### config.mk
export PLATFORM = sky130hd
export DESIGN_NAME = pcrd_core
export DESIGN_NICKNAME = d
export VERILOG_FILES = /design/src/logic/pcrd_pkg.sv /design/src/logic/pcrd_return_stack.sv /design/src/logic/pcrd_core.sv
export VERILOG_INCLUDE_DIRS = /design/src /design/src/logic
export SDC_FILE = /design/constraint.sdc
export NUM_CORES = 1
export LEC_CHECK = 0
export ABC_AREA = 0
export BUFFER_PORTS_ARGS = -buffer_cell sky130_fd_sc_hd__buf_2
export CAP_MARGIN = 20
export CORE_AREA = 2 2 469 378
export CTS_CLUSTER_DIAMETER = 100
export CTS_CLUSTER_SIZE = 8
export DETAILED_ROUTE_END_ITERATION = 10
export DIE_AREA = 0 0 471 380
export GPL_TIMING_DRIVEN = 0
export HOLD_SLACK_MARGIN = 0.12
export PLACE_DENSITY_LB_ADDON = 0.05
export SLEW_MARGIN = 20
export SYNTH_ARGS = -nofsm -noshare
export SYNTH_HDL_FRONTEND = slang
export SYNTH_HIERARCHICAL = 1
export SYNTH_SLANG_ARGS = --single-unit
### constraint.sdc
create_clock -name clk -period 4.4 [get_ports clk]
set_input_delay 0.88 -clock clk [delete_from_list [all_inputs] [get_ports clk]]
set_output_delay 0.88 -clock clk [all_outputs]
set_load 0.01 [all_outputs]
### src/logic/pcrd_consts.svh
// Address, field and reset constants for the program counter and register decode block
`ifndef PCRD_CONSTS_SVH
`define PCRD_CONSTS_SVH
`define PCRD_ADDR_INDIRECT 6'h00
`define PCRD_ADDR_TIMER 6'h01
`define PCRD_ADDR_PC 6'h02
`define PCRD_ADDR_STATUS 6'h03
`define PCRD_ADDR_POINTER 6'h04
`define PCRD_ADDR_PORT5 6'h05
`define PCRD_ADDR_OPER_LAST 6'h0F
`define PCRD_ADDR_COMMON_LO 6'h10
`define PCRD_ADDR_COMMON_HI 6'h1F
`define PCRD_ADDR_BANK_LO 6'h20
`define PCRD_PC_RESET 12'h000
`define PCRD_BYTE_ZERO 8'h00
`define PCRD_STATUS_PAGE_HI 6
`define PCRD_STATUS_PAGE_LO 5
`define PCRD_PTR_BANK_HI 7
`define PCRD_PTR_BANK_LO 6
`define PCRD_PORT5_PAGE_BIT 0
`define PCRD_STACK_DEPTH 8
`define PCRD_STACK_IDX_W 3
`define PCRD_PIN_OPT_RESET 8'h00
`endif

### src/logic/pcrd_pkg.sv
// Types for the program counter and register decode block
package pcrd_pkg;
  typedef enum logic [2:0] {
    PCRD_OP_STEP = 3'h0,
    PCRD_OP_JUMP = 3'h1,
    PCRD_OP_CALL = 3'h2,
    PCRD_OP_RET = 3'h3,
    PCRD_OP_RET_LIT = 3'h4,
    PCRD_OP_RET_INT = 3'h5,
    PCRD_OP_ADD_PC = 3'h6,
    PCRD_OP_MOVE_PC = 3'h7
  } pcrd_op_t;
  typedef enum logic [2:0] {
    PCRD_REG_INDIRECT = 3'h0,
    PCRD_REG_SPECIAL = 3'h1,
    PCRD_REG_OPERATIONAL = 3'h2,
    PCRD_REG_CONTROL = 3'h3,
    PCRD_REG_COMMON = 3'h4,
    PCRD_REG_BANKED = 3'h5
  } pcrd_region_t;
  typedef struct packed {
    pcrd_op_t op;
    logic [9:0] target;
    logic [7:0] acc;
  } pcrd_flow_t;
  typedef struct packed {
    logic valid;
    logic control_space;
    logic [5:0] addr;
    logic write;
    logic [7:0] wdata;
  } pcrd_access_t;
  typedef struct packed {
    pcrd_region_t region;
    logic [1:0] bank;
    logic page;
    logic [5:0] addr;
  } pcrd_decode_t;
endpackage : pcrd_pkg

### src/logic/pcrd_return_stack.sv
// Return address stack, wraps on overflow and underflow
`timescale 1ns/100ps
`include "pcrd_consts.svh"
module pcrd_return_stack (
  input wire logic clk, // Instruction clock
  input wire logic sys_rst, // Synchronous reset
  input wire logic push, // Push request
  input wire logic pop, // Pop request
  input wire logic [11:0] push_data, // Return address to store
  output logic [11:0] top_data // Current top entry
);
  logic [11:0] entry_reg [`PCRD_STACK_DEPTH];
  logic [`PCRD_STACK_IDX_W-1:0] sp_reg;
  logic [`PCRD_STACK_IDX_W-1:0] sp_next;
  logic [`PCRD_STACK_IDX_W-1:0] top_idx;

  assign top_idx = sp_reg - `PCRD_STACK_IDX_W'(1);
  assign sp_next = push ? sp_reg + `PCRD_STACK_IDX_W'(1) : (pop ? top_idx : sp_reg);
  assign top_data = entry_reg[top_idx];

  always_ff @(posedge clk) begin
    if (sys_rst) begin
      sp_reg <= '0;
    end else begin
      sp_reg <= sp_next; // see RQ22
    end
  end

  always_ff @(posedge clk) begin
    if (push) begin
      entry_reg[sp_reg] <= push_data;
    end
  end
endmodule : pcrd_return_stack

### src/logic/pcrd_core.sv
// Program counter sequencing and data register address decode
`timescale 1ns/100ps
`include "pcrd_consts.svh"
// How it works
// RQ1 - Reset clears the whole program counter to zero.
// RQ2 - Counter is twelve bits, addressing 4K program words.
// RQ3 - Jump loads the low ten counter bits from the target.
// RQ4 - Call pushes counter plus one and loads low ten bits.
// RQ5 - Every return kind reloads the counter from the stack top.
// RQ6 - Add-to-counter adds accumulator with carry into upper bits.
// RQ7 - Move-to-counter replaces low eight bits, keeps bits eight to eleven.
// RQ8 - Jump and call load bits ten, eleven from page select.
// RQ9 - Location zero accesses the register that the pointer names.
// RQ10 - Timer counts on input edge or each cycle, and is read/write.
// RQ11 - Addresses 10 to 1F map to common registers in every bank.
// RQ12 - Addresses 20 to 3F map into one of four banks.
// RQ13 - Addresses 05 to 0F are operational; control space has two pages.
// RQ14 - Pin priority: peripheral output over input over general I/O.
// RQ15 - Software disables pin-change wake-up on non-general pins.
// RQ16 - Pin options come up disabled after reset.
// RQ17 - Device stays in reset while the low-active reset pin is low.
// RQ18 - Status bits six and five choose one of four program pages.
// RQ19 - Returns leave the page select bits untouched.
// RQ20 - Pointer low six bits address registers, top two select bank.
// RQ21 - Port-5 bit zero selects the control register page.
// RQ22 - Stack depth is a parameter; overflow wraps silently.
module pcrd_core import pcrd_pkg::*; (
  input wire logic clk, // Instruction clock
  input wire logic sys_rst, // Synchronous reset, active high
  input wire logic ext_rst_n, // External reset pin, active low
  input wire logic timer_pin, // External timer input pin
  input wire logic timer_ext_sel, // Timer counts pin edges when high
  input wire pcrd_flow_t flow, // Instruction flow request
  input wire pcrd_access_t access, // Register access request
  input wire logic [3:0] pin_periph_out_en, // Peripheral output claims pin
  input wire logic [3:0] pin_periph_in_en, // Peripheral input claims pin
  input wire logic [3:0] pin_periph_out, // Peripheral output levels
  input wire logic [3:0] pin_gpio_out, // General output levels
  input wire logic [3:0] pin_gpio_oe, // General output enables
  output logic [11:0] program_counter, // Program memory address
  output logic [7:0] rdata, // Register read data
  output pcrd_decode_t decode_out, // Resolved access target
  output logic [1:0] rom_page, // Page select bits
  output logic [7:0] pointer_register, // Indirect pointer
  output logic [7:0] timer_clock_counter, // Timer count
  output logic control_page_select, // Control register page
  output logic [7:0] pin_options, // Pull, drain and wake options
  output logic [3:0] pin_out, // Resolved pin levels
  output logic [3:0] pin_oe, // Resolved pin enables
  output logic in_reset // Core held in reset
);
  logic [11:0] pc_reg;
  logic [11:0] pc_next;
  logic [1:0] page_reg;
  logic [4:0] status_low_reg;
  logic [7:0] ptr_reg;
  logic [7:0] timer_reg;
  logic [7:0] timer_next;
  logic ctl_page_reg;
  logic [7:0] pin_opt_reg;
  logic [3:0] pin_out_reg;
  logic [3:0] pin_oe_reg;
  logic [7:0] rdata_reg;
  pcrd_decode_t decode_reg;
  logic rst_meta_reg;
  logic rst_sync_reg;
  logic tpin_meta_reg;
  logic tpin_sync_reg;
  logic tpin_prev_reg;
  logic in_reset_reg;
  logic [7:0] common_reg [16];
  logic [7:0] bank_reg [4][32];

  // Pin synchronisers
  always_ff @(posedge clk) begin
    rst_meta_reg <= ext_rst_n;
    rst_sync_reg <= rst_meta_reg;
    tpin_meta_reg <= timer_pin;
    tpin_sync_reg <= tpin_meta_reg;
    tpin_prev_reg <= tpin_sync_reg;
  end

  wire core_rst = sys_rst | ~rst_sync_reg; // see RQ17

  // Access decode
  wire is_indirect = access.addr == `PCRD_ADDR_INDIRECT;
  wire [5:0] eff_addr = is_indirect ? ptr_reg[5:0] : access.addr; // see RQ9 see RQ20
  wire [1:0] bank_sel = ptr_reg[`PCRD_PTR_BANK_HI:`PCRD_PTR_BANK_LO]; // see RQ20
  wire is_common = eff_addr >= `PCRD_ADDR_COMMON_LO && eff_addr <= `PCRD_ADDR_COMMON_HI; // see RQ11
  wire is_banked = eff_addr >= `PCRD_ADDR_BANK_LO; // see RQ12
  wire is_oper = eff_addr >= `PCRD_ADDR_PORT5 && eff_addr <= `PCRD_ADDR_OPER_LAST; // see RQ13
  wire is_ctl = access.control_space && is_oper; // see RQ13
  wire [3:0] common_idx = eff_addr[3:0];
  wire [4:0] bank_idx = eff_addr[4:0];
  wire wr = access.valid && access.write && !access.control_space;
  wire wr_timer = wr && eff_addr == `PCRD_ADDR_TIMER;
  wire wr_pc = wr && eff_addr == `PCRD_ADDR_PC;
  wire wr_status = wr && eff_addr == `PCRD_ADDR_STATUS;
  wire wr_ptr = wr && eff_addr == `PCRD_ADDR_POINTER;
  wire wr_port5 = wr && eff_addr == `PCRD_ADDR_PORT5;
  wire wr_pinopt = access.valid && access.write && is_ctl && !ctl_page_reg;
  wire pcrd_region_t region = is_indirect ? PCRD_REG_INDIRECT
    : is_ctl ? PCRD_REG_CONTROL
    : is_oper ? PCRD_REG_OPERATIONAL
    : is_common ? PCRD_REG_COMMON
    : is_banked ? PCRD_REG_BANKED : PCRD_REG_SPECIAL;

  wire [7:0] rd_mux = eff_addr == `PCRD_ADDR_TIMER ? timer_reg
    : eff_addr == `PCRD_ADDR_PC ? pc_reg[7:0]
    : eff_addr == `PCRD_ADDR_STATUS ? {1'b0, page_reg, status_low_reg}
    : eff_addr == `PCRD_ADDR_POINTER ? ptr_reg
    : eff_addr == `PCRD_ADDR_PORT5 ? {7'h00, ctl_page_reg}
    : is_common ? common_reg[common_idx]
    : is_banked ? bank_reg[bank_sel][bank_idx] : `PCRD_BYTE_ZERO;
  wire [7:0] rd_data = is_ctl ? (ctl_page_reg ? `PCRD_BYTE_ZERO : pin_opt_reg) : rd_mux;

  // Program counter
  wire [11:0] pc_inc = pc_reg + 12'h001;
  wire [11:0] stack_top;
  wire is_call = flow.op == PCRD_OP_CALL;
  wire is_ret = flow.op == PCRD_OP_RET || flow.op == PCRD_OP_RET_LIT || flow.op == PCRD_OP_RET_INT;

  always_comb begin
    case (flow.op)
      PCRD_OP_JUMP: pc_next = {page_reg, flow.target}; // see RQ3 see RQ8 see RQ18
      PCRD_OP_CALL: pc_next = {page_reg, flow.target}; // see RQ4 see RQ8
      PCRD_OP_RET: pc_next = stack_top; // see RQ5
      PCRD_OP_RET_LIT: pc_next = stack_top; // see RQ5
      PCRD_OP_RET_INT: pc_next = stack_top; // see RQ5
      PCRD_OP_ADD_PC: pc_next = pc_reg + {4'h0, flow.acc}; // see RQ6
      PCRD_OP_MOVE_PC: pc_next = {pc_reg[11:8], flow.acc}; // see RQ7
      default: pc_next = wr_pc ? {pc_reg[11:8], access.wdata} : pc_inc;
    endcase
  end

  pcrd_return_stack u_stack (
    .clk(clk),
    .sys_rst(core_rst),
    .push(is_call), // see RQ4
    .pop(is_ret),
    .push_data(pc_inc),
    .top_data(stack_top)
  );

  assign timer_next = wr_timer ? access.wdata
    : (timer_ext_sel ? timer_reg + {7'h00, tpin_sync_reg & ~tpin_prev_reg} : timer_reg + 8'h01); // see RQ10

  always_ff @(posedge clk) begin
    if (core_rst) begin
      pc_reg <= `PCRD_PC_RESET; // see RQ1 see RQ2
      page_reg <= 2'h0;
      status_low_reg <= 5'h00;
      ptr_reg <= `PCRD_BYTE_ZERO;
      timer_reg <= `PCRD_BYTE_ZERO;
      ctl_page_reg <= 1'b0;
      pin_opt_reg <= `PCRD_PIN_OPT_RESET; // see RQ16
    end else begin
      pc_reg <= pc_next;
      timer_reg <= timer_next;
      if (wr_status) begin
        page_reg <= access.wdata[`PCRD_STATUS_PAGE_HI:`PCRD_STATUS_PAGE_LO]; // see RQ18 see RQ19
        status_low_reg <= access.wdata[4:0];
      end
      if (wr_ptr) ptr_reg <= access.wdata;
      if (wr_port5) ctl_page_reg <= access.wdata[`PCRD_PORT5_PAGE_BIT]; // see RQ21
      if (wr_pinopt) pin_opt_reg <= access.wdata;
    end
  end

  always_ff @(posedge clk) begin
    if (wr && is_common) common_reg[common_idx] <= access.wdata; // see RQ11
    if (wr && is_banked) bank_reg[bank_sel][bank_idx] <= access.wdata; // see RQ12
  end

  // Pin function priority
  always_ff @(posedge clk) begin
    if (core_rst) begin
      pin_out_reg <= 4'h0;
      pin_oe_reg <= 4'h0;
    end else begin
      for (int i = 0; i < 4; i++) begin
        if (pin_periph_out_en[i]) begin // see RQ14
          pin_out_reg[i] <= pin_periph_out[i];
          pin_oe_reg[i] <= 1'b1;
        end else if (pin_periph_in_en[i]) begin
          pin_out_reg[i] <= 1'b0;
          pin_oe_reg[i] <= 1'b0;
        end else begin
          pin_out_reg[i] <= pin_gpio_out[i];
          pin_oe_reg[i] <= pin_gpio_oe[i];
        end
      end
    end
  end

  always_ff @(posedge clk) begin
    if (core_rst) begin
      rdata_reg <= `PCRD_BYTE_ZERO;
      decode_reg <= '0;
      in_reset_reg <= 1'b1;
    end else begin
      rdata_reg <= access.valid ? rd_data : rdata_reg; // see RQ9
      decode_reg <= '{region: region, bank: bank_sel, page: ctl_page_reg, addr: eff_addr};
      in_reset_reg <= 1'b0;
    end
  end

  assign program_counter = pc_reg;
  assign rdata = rdata_reg;
  assign decode_out = decode_reg;
  assign rom_page = page_reg;
  assign pointer_register = ptr_reg;
  assign timer_clock_counter = timer_reg;
  assign control_page_select = ctl_page_reg;
  assign pin_options = pin_opt_reg;
  assign pin_out = pin_out_reg;
  assign pin_oe = pin_oe_reg;
  assign in_reset = in_reset_reg;

  a_pc_reset: assert property (@(posedge clk) core_rst |=> pc_reg == 12'h000) // see RQ1
    else $error("counter not cleared by reset");
  a_jump_load: assert property (@(posedge clk) disable iff (core_rst) // see RQ3
    flow.op == PCRD_OP_JUMP |=> pc_reg == {$past(page_reg), $past(flow.target)})
    else $error("jump target wrong");
  a_call_return: assert property (@(posedge clk) disable iff (core_rst) // see RQ4
    is_call ##1 is_ret |=> pc_reg == $past(pc_reg, 2) + 12'h001)
    else $error("return address wrong");
  a_ret_page_kept: assert property (@(posedge clk) disable iff (core_rst) // see RQ19
    is_ret && !wr_status |=> page_reg == $past(page_reg))
    else $error("return changed page");
  a_add_carry: assert property (@(posedge clk) disable iff (core_rst) // see RQ6
    flow.op == PCRD_OP_ADD_PC |=> pc_reg == $past(pc_reg) + {4'h0, $past(flow.acc)})
    else $error("relative add wrong");
  a_move_low: assert property (@(posedge clk) disable iff (core_rst) // see RQ7
    flow.op == PCRD_OP_MOVE_PC |=> pc_reg[11:8] == $past(pc_reg[11:8]) && pc_reg[7:0] == $past(flow.acc))
    else $error("move changed upper bits");
  a_timer_tick: assert property (@(posedge clk) disable iff (core_rst) // see RQ10
    !timer_ext_sel && !wr_timer |=> timer_reg == $past(timer_reg) + 8'h01)
    else $error("timer did not step");
  a_pin_priority: assert property (@(posedge clk) disable iff (core_rst) // see RQ14
    pin_periph_out_en[0] |=> pin_oe[0] && pin_out[0] == $past(pin_periph_out[0]))
    else $error("peripheral output lost priority");
  a_ext_reset: assert property (@(posedge clk) !ext_rst_n [*3] |=> in_reset) // see RQ17
    else $error("reset pin ignored");
  a_pinopt_reset: assert property (@(posedge clk) core_rst |=> pin_options == 8'h00) // see RQ16
    else $error("pin options not cleared");
  a_in_reset_low: assert property (@(posedge clk) !core_rst |=> !in_reset) // see RQ17
    else $error("reset flag stuck high");

  // Flow sequencing checks
  a_call_target: assert property (@(posedge clk) disable iff (core_rst) // see RQ4
    is_call |=> pc_reg == {$past(page_reg), $past(flow.target)})
    else $error("call target wrong");
  a_ret_top: assert property (@(posedge clk) disable iff (core_rst) // see RQ5
    is_ret |=> pc_reg == $past(stack_top))
    else $error("return not from stack top");
  a_step_inc: assert property (@(posedge clk) disable iff (core_rst) // see RQ2
    flow.op == PCRD_OP_STEP && !wr_pc |=> pc_reg == $past(pc_reg) + 12'h001)
    else $error("counter did not step");
  a_pc_write: assert property (@(posedge clk) disable iff (core_rst) // see RQ1
    flow.op == PCRD_OP_STEP && wr_pc |=> pc_reg == {$past(pc_reg[11:8]), $past(access.wdata)})
    else $error("counter low byte write lost");

  // Register map and decode checks
  a_indirect_addr: assert property (@(posedge clk) disable iff (core_rst) // see RQ9
    access.valid && is_indirect |=> decode_out.addr == $past(ptr_reg[5:0]))
    else $error("indirect access not through pointer");
  a_common_read: assert property (@(posedge clk) disable iff (core_rst) // see RQ11
    access.valid && !access.write && is_common |=> rdata == $past(common_reg[common_idx]))
    else $error("common register read wrong");
  a_bank_read: assert property (@(posedge clk) disable iff (core_rst) // see RQ12
    access.valid && !access.write && is_banked |=> rdata == $past(bank_reg[bank_sel][bank_idx]))
    else $error("banked register read wrong");
  a_bank_select: assert property (@(posedge clk) disable iff (core_rst) // see RQ20
    access.valid && is_banked |=> decode_out.bank == $past(ptr_reg[`PCRD_PTR_BANK_HI:`PCRD_PTR_BANK_LO]))
    else $error("bank not taken from pointer");
  a_oper_region: assert property (@(posedge clk) disable iff (core_rst) // see RQ13
    access.valid && is_oper && !is_ctl && !is_indirect |=> decode_out.region == PCRD_REG_OPERATIONAL)
    else $error("operational region wrong");
  a_ctl_region: assert property (@(posedge clk) disable iff (core_rst) // see RQ13
    access.valid && is_ctl && !is_indirect |=> decode_out.region == PCRD_REG_CONTROL)
    else $error("control region wrong");
  a_page_write: assert property (@(posedge clk) disable iff (core_rst) // see RQ18
    wr_status |=> rom_page == $past(access.wdata[`PCRD_STATUS_PAGE_HI:`PCRD_STATUS_PAGE_LO]))
    else $error("page select write lost");
  a_ctl_page_write: assert property (@(posedge clk) disable iff (core_rst) // see RQ21
    wr_port5 |=> control_page_select == $past(access.wdata[`PCRD_PORT5_PAGE_BIT]))
    else $error("control page write lost");
  a_ctl_page1_drop: assert property (@(posedge clk) disable iff (core_rst) // see RQ21
    access.valid && access.write && is_ctl && ctl_page_reg |=> pin_options == $past(pin_options))
    else $error("page one write reached pin options");
  a_pinopt_write: assert property (@(posedge clk) disable iff (core_rst) // see RQ16
    wr_pinopt |=> pin_options == $past(access.wdata))
    else $error("pin options write lost");
  a_timer_write: assert property (@(posedge clk) disable iff (core_rst) // see RQ10
    wr_timer |=> timer_clock_counter == $past(access.wdata))
    else $error("timer write lost");
  a_timer_hold: assert property (@(posedge clk) disable iff (core_rst) // see RQ10
    timer_ext_sel && !wr_timer && !(tpin_sync_reg && !tpin_prev_reg) |=> timer_reg == $past(timer_reg))
    else $error("timer moved without pin edge");
  c_call_ret: cover property (@(posedge clk) is_call ##[1:8] is_ret);
  c_indirect: cover property (@(posedge clk) access.valid && is_indirect && is_banked);
  c_ctl_page1: cover property (@(posedge clk) access.valid && is_ctl && ctl_page_reg);
  c_add_carry: cover property (@(posedge clk) flow.op == PCRD_OP_ADD_PC && pc_reg[7:0] == 8'hFF);
  c_pc_write: cover property (@(posedge clk) wr_pc && flow.op == PCRD_OP_STEP);
endmodule : pcrd_core

# Yosys cells after proc, flatten, opt, wreduce, memory -nomap -nowiden
# Memory sizes are Yosys's and may differ from the RTL's. A register that Yosys moved wholly into a read port is not among the register bits.
# Index checks and enable logic that the tools add are counted.
[totals] mem_count=3 ff_bits=81 ram_bits=1248 input_bits=63
[mem_list] memory="bank_reg" words=4 word_bits=256 rd=1 rd_clocked_by_memory_dff=1 wr=1 line="pcrd_core.sv:72" source="logic [7:0] bank_reg [4][32];"
[mem_list] memory="common_reg" words=16 word_bits=8 rd=1 rd_clocked_by_memory_dff=0 wr=1 line="pcrd_core.sv:71" source="logic [7:0] common_reg [16];"
[mem_list] memory="u_stack.entry_reg" words=8 word_bits=12 rd=1 rd_clocked_by_memory_dff=0 wr=1 line="pcrd_return_stack.sv:12" source="logic [11:0] entry_reg [`PCRD_STACK_DEPTH];"
[classes] order_cmp=7 n_mux=50 bitwise=6 eq_ne=13 reduce_logical=26 addsub=6
[ops] operator="$mux W256" n=1
[ops] operator="$mux W8" n=14
[ops] operator="$pmux W12 S4" n=1
[ops] operator="$bmux W8 S5" n=1
[ops] operator="$demux W8 S5" n=1
[ops] operator="$mux W1" n=22
[ops] operator="$logic_and A1 B1 Y1" n=15
[ops] operator="$add A12 B1 Y12 const B" n=1
[ops] operator="$add A12 B8 Y12" n=1
[ops] operator="$eq A3 B3 Y1 const B" n=4
[ops] operator="$eq A6 B2 Y1 const B" n=2
[ops] operator="$eq A6 B3 Y1 const B" n=2
[ops] operator="$ge A6 B6 Y1 const B" n=2
[ops] operator="$mux W12" n=1
[ops] operator="$mux W3" n=4
[ops] operator="$add A8 B1 Y8" n=1
[ops] operator="$add A8 B1 Y8 const B" n=1
[ops] operator="$mux W2" n=4
[ops] operator="$eq A3 B2 Y1 const B" n=2
[ops] operator="$eq A6 B1 Y1 const B" n=1
[ops] operator="$ge A6 B3 Y1 const B" n=1
[ops] operator="$ge A6 B5 Y1 const B" n=1
[ops] operator="$le A6 B4 Y1 const B" n=1
[ops] operator="$le A6 B5 Y1 const B" n=1
[ops] operator="18 further kinds" n=23

# Logic depth before layout (Yosys ltp)
[depth] word_depth=14 mapped_depth=14 depth_no_buf=11

# Cells and area by module
# The synthesis kept the hierarchy.
[modules_own_cells] module="pcrd_core" instances=1 cells_per_inst=2918 area_per_inst_um2=49779.0 seq_area_each_um2=36194.7
[modules_own_cells] module="pcrd_return_stack" instances=1 cells_per_inst=253 area_per_inst_um2=4031.4 seq_area_each_um2=2942.8

# Worst setup path before layout
# No wires, ideal clock.
[synth_timing] kind="input to register" startpoint="input access[11] (netlist bit)" endpoint="memory bank_reg[0][208] (netlist bit), enable pin" required_ps=4030 arrival_time_ps=3109 path_stages=9 path_buffers=4 setup_slack_ps=921 setup_ps=370 cell_sequence="buf_2 nor2_2 a31oi_4 buf_2 buf_2 buf_2 nor3_2 nand2_1 nor2_1"
[synth_via] elab_chain_cells=8 elab_cells_between_ends=12
[synth_lines] element="start: declaration" line="pcrd_core.sv:34" source="input wire pcrd_access_t access,"
[synth_lines] element="$logic_not A6 Y1 (no source line)"
[synth_lines] element="$mux W6 *" line="pcrd_core.sv:87" source="wire [5:0] eff_addr = is_indirect ? ptr_reg[5:0] : access.addr;"
[synth_lines] element="$not A5 Y6 (implied by the code)" line="pcrd_core.sv:172" source="if (wr && is_banked) bank_reg[bank_sel][bank_idx] <= access.wdata;"
[synth_lines] element="$ge A6 B6 Y1 (implied by the code) / $lt A6 B1 Y1 (equally long branches)" line="pcrd_core.sv:172"
[synth_lines] element="$logic_and A1 B1 Y1 (implied by the code)" line="pcrd_core.sv:172"
[synth_lines] element="$mux W8 (implied by the code)" line="pcrd_core.sv:172"
[synth_lines] element="$demux W8 S5" line="pcrd_core.sv:172"
[synth_lines] element="$mux W256 (implied by the code) *" line="pcrd_core.sv:172"
[synth_lines] element="end: declaration" line="pcrd_core.sv:72"
# Mark *: on every way between the ends. The rest lies on a longest branch, timed or not.

# Final worst setup path
[layout_timing] startpoint="input access[9] (netlist bit)" endpoint="register rdata_reg[5], in the netlist rdata[5]"
[layout_via] elab_chain_cells=14 elab_cells_between_ends=28
[layout_lines] element="$logic_not A6 Y1 (no source line)"
[layout_lines] element="$mux W6 *" line="pcrd_core.sv:87"
[layout_lines] element="$not A5 Y6 (implied by the code)" line="pcrd_core.sv:114" source=": is_banked ? bank_reg[bank_sel][bank_idx] : `PCRD_BYTE_ZERO;"
[layout_lines] element="$bmux W8 S5" line="pcrd_core.sv:114"
[layout_lines] element="$mux W8 (implied by the code) (2 in a row)" line="pcrd_core.sv:114"
[layout_lines] element="$mux W8 (no source line) (7 in a row)"
[layout_lines] element="$mux W8 *" line="pcrd_core.sv:115" source="wire [7:0] rd_data = is_ctl ? (ctl_page_reg ? `PCRD_BYTE_ZERO : pin_opt_reg) : rd_mux;"
[layout_lines] element="end signal: assignment" line="pcrd_core.sv:198" source="rdata_reg <= `PCRD_BYTE_ZERO;"
[layout_lines] element="end signal: assignment" line="pcrd_core.sv:202" source="rdata_reg <= access.valid ? rd_data : rdata_reg;"
[layout_lines] element="end: declaration" line="pcrd_core.sv:63" source="logic [7:0] rdata_reg;"
# Mark *: on every way between the ends. The rest lies on a longest branch, timed or not. The select of a mux whose other input is x is not followed.
# A chain may end at the register's enable or synchronous reset.

==> results by group <==
CTS
  • CTS tree: built
  • CTS clk-pin slew, worst paths: 0.05 ns
  • H-tree depth: 4
  • Worst skew pair latency: about 0.84 ns
  • CTS Sinks: 1,331
  • Longest Clk Path Bufs: 3
  • TritonCTS Buffers: about 180
  • CTS root buf: clkbuf_16

Global route
  • Vias in the first global route: 32,400
  • GRT overflow: 0
  • GRT Util Overall: 24.2%
  • Largest net degree at the start of global routing: 105
  • First-pass GRT wire length: 291,000 um
  • Initial antenna violation count: 18

Floorplan
  • Die Span Y: 380 um
  • Die Wd: 471 um
  • FP Rows: approximately 140
  • Initial Utilization: 31.0%
  • I/O pin total: roughly 130
  • Die ar.: around 180,000 um2
  • CORE AREA: 174,000 um2

Critical path
  • CP peak stage delay: ~0.87 ns
  • Required time worst endpoint: 5.08 ns
  • Cells on worst reg2reg path: 8
  • CP Capture Type: flop
  • Reg2reg end: rdata[5]
  • CP arrival: 5.24 ns
  • Cell Chain, Critical Path: buf_2 > or4_1 > buf_4 > o31ai_2 > nand2_2 > nor2_2 > a21oi_1 > o311a_1 > a311oi_2 > o31ai_1
  • Worst setup SP type: primary input
  • R2R Path Start: pointer_register[2]
  • CP Max Fanout: 10
  • Crit-path slowest cell: nor2_2
  • Top delay family on crit path: compound AO/OA/AOI/OAI gates
  • Flop2flop setup slack: -0.05 ns
  • Crit path kind: primary input to flop
  • Buf/Inv on CP: 2

Synthesis
  • Post-Syn Area: 53,800 um2
  • Avg Inst Size Synth: 17.0 um2
  • Dominant synthesized flop cell: edfxtp_1
  • Post-synthesis adder-cell area fraction: 0.339%
  • Synth area leaders: edfxtp_1, mux4_2, dfxtp_1
  • Sequential-to-total area share from yosys stat: 72.7%
  • Cells after synthesis: 3,171
  • Syn_nets: around 3,200
  • Post-synthesis simple-gate area fraction: under 10%
  • Yosys top cell by area: edfxtp_1
  • Synth warnings: 6
  • Post-synth top area share: 69.6%
  • Post-synthesis mux area share: 13.5%
  • EDFF count, synth: 1,248
  • Synth Register Bits: 1,331
  • Post-synth top cells: edfxtp_1, nand2_1, mux4_2, nor2_1, nand3_1
  • Largest family of logic cells by synthesized area: multiplexers
  • Most common cell in the synthesized netlist: edfxtp_1
  • XOR/XNOR share of the synthesized area: less than 1%
  • Synth async-reset ratio: 0%
  • Synth cell types: 93
  • Compound-Gate Fraction of Synth Area: 3.59%

STA
  • Period utilization: 104%
  • Tmin final: 4.56 ns
  • Setup TNS: -15.90 ns
  • Worst Max-Slew Pin Slew: 1.36 ns
  • Final setup margin: -0.159 ns
  • Max Clock Freq: 219 MHz
  • Max-slew violations: 0
  • Clock Skew: ~0.044 ns
  • Hold Vio Cnt, Final: 0
  • Total setup violations reported at the end of the flow: about 230
  • RSZ-0062 raised after global routing: true
  • Slew margin rel.: 9.08%

Run status
  • Status: complete, but fails checks
  • Failing checks: negative setup slack

Routing
  • Routed wl met3: 18,400 um
  • Met1 wire length: 99,300 um
  • Routed length on met2: ~96,000 um
  • Routed WL per cell: 37.4 um
  • Top Layer Used: met5
  • Drt via density: 5.60
  • DR iter-0 viols: 4,014
  • WL final: 219,000 um
  • TritonRoute pass-1 iters: 6
  • DRC violations left: 0
  • Antenna-violating nets left: 0
  • Vias: between 30,000 and 40,000

Flow run
  • MaxCap Viol Count: 0

Finish
  • Final std cells w/o fill: 5,866
  • Max reg flops: 1,024
  • Area growth, synth to finish: 18.1%
  • Final nets: 3,595
  • Finished Core Util: between 30 and 40%
  • Share of cells above drive strength 1: 25.4%

Place
  • DP HPWL: 150,000 um
  • Placed cell count: 5,621
  • Setup WS pre-CTS: -1.90 ns
  • Port-buffer cells: between 100 and 150
  • Gpl congestion: 0.889

Min path
  • Hold Crit Class: primary input to flop
  • WHS Endpoint: pin_oe[3]
  • Worst hold start: pin_gpio_oe[3]
  • WHS Path Cells: 3

Pwr
  • Leakage: 20.3 nW
  • Worst VDD drop: 0.416 mV
  • PD cells: 445 nW/um2
[timing repair]
item                       in CTS  in global routing
hold endpoints to repair        2                  0
pin swaps                       1                  0
hold buffers                    2                  0
resized for setup              49                 48
setup endpoints to repair     742                277
setup buffers                   1                  0
[layout by cell type, fill, tap and decap left out, drive strengths merged, types with 8 or more instances in the layout]
master,instances
nor4,10
xnor2,17
clkbuf,299
a211oi,18
nor3,25
a31oi,24
mux4,261
buf,256
ha,13
nor2,252
and4,14
o21ai,41
nand3,156
mux2,13
a22oi,12
a21oi,78
and3,16
xor2,8
edfxtp,1248
dfxtp,83
o22ai,20
o211ai,10
nand2,395
and2,8
inv,28
mux2i,126
diode,10
nand4,23
a221oi,12
a32oi,9
[layer usage]
metal  global-route usage [%]  up-vias
met5                        0        -
met4                     6.50        2
met3                     5.46      310
met2                     35.8     1635
met1                     35.6    17731
li1                         -    13190
[per-stage QoR]
| step | cell area [um2] | hold slack (ns) | total power, mW |
|---|---|---|---|
| after global routing | 63500 | 0.289 | 29.0 |
| final | 63600 | 0.291 | 28.3 |
| after CTS | 63400 | 0.231 | 28.5 |
| after global placement | 57300 | 0.321 | 15.5 |
| after detailed placement | 58200 | 0.318 | 15.6 |
| after floorplan | 53800 | 0.310 | 14.7 |
[worst reg2reg max path, delay by kind of cell (launching register included)]
family	cells	cell delay (ns)
and+or+nand+nor	2	1.41
DFF	1	0.58
AOI/OAI and AO/OA	5	2.16
buffers and inverters	1	0.16
[power by group]
group	switching [mW]	total (mW)	internal, mW	leakage, nW
sequential	0.0342	13.9	13.9	11.9
combinational	1.08	1.43	0.349	6.01
clock	5.39	12.9	7.53	2.42
[layout make-up]
class                   count  area (um2)
repair buffers            161        1400
clock buffers             219        4780
diodes                     10        25.0
well taps                2293        2870
flip-flops and latches   1331       39100
multi-input cells        1641       14000
fillers                 16394      110000
plain buffers             178        1020
inverters                  21        78.8
clock inverters            12         206
[worst max-delay path by stage]
stage,startpoint,to,depth (start not counted)
2_1_floorplan,access[11],bank_reg[0][208],9
3_3_place_gp,access[12],rdata[3],10
3_5_place_dp,access[12],rdata[6],12
4_1_cts,access[12],rdata[4],13
5_1_grt,access[12],bank_reg[1][197],11
6_report,access[9],rdata[5],10
[cell families after synthesis]
family,Yosys count
flops,1331
compound gates,280
xor+xnor,25
fa+ha+maj,14
mux,400
simple gates,922
buf+inv,199
Note: power is estimated with default switching activity, not from simulation.
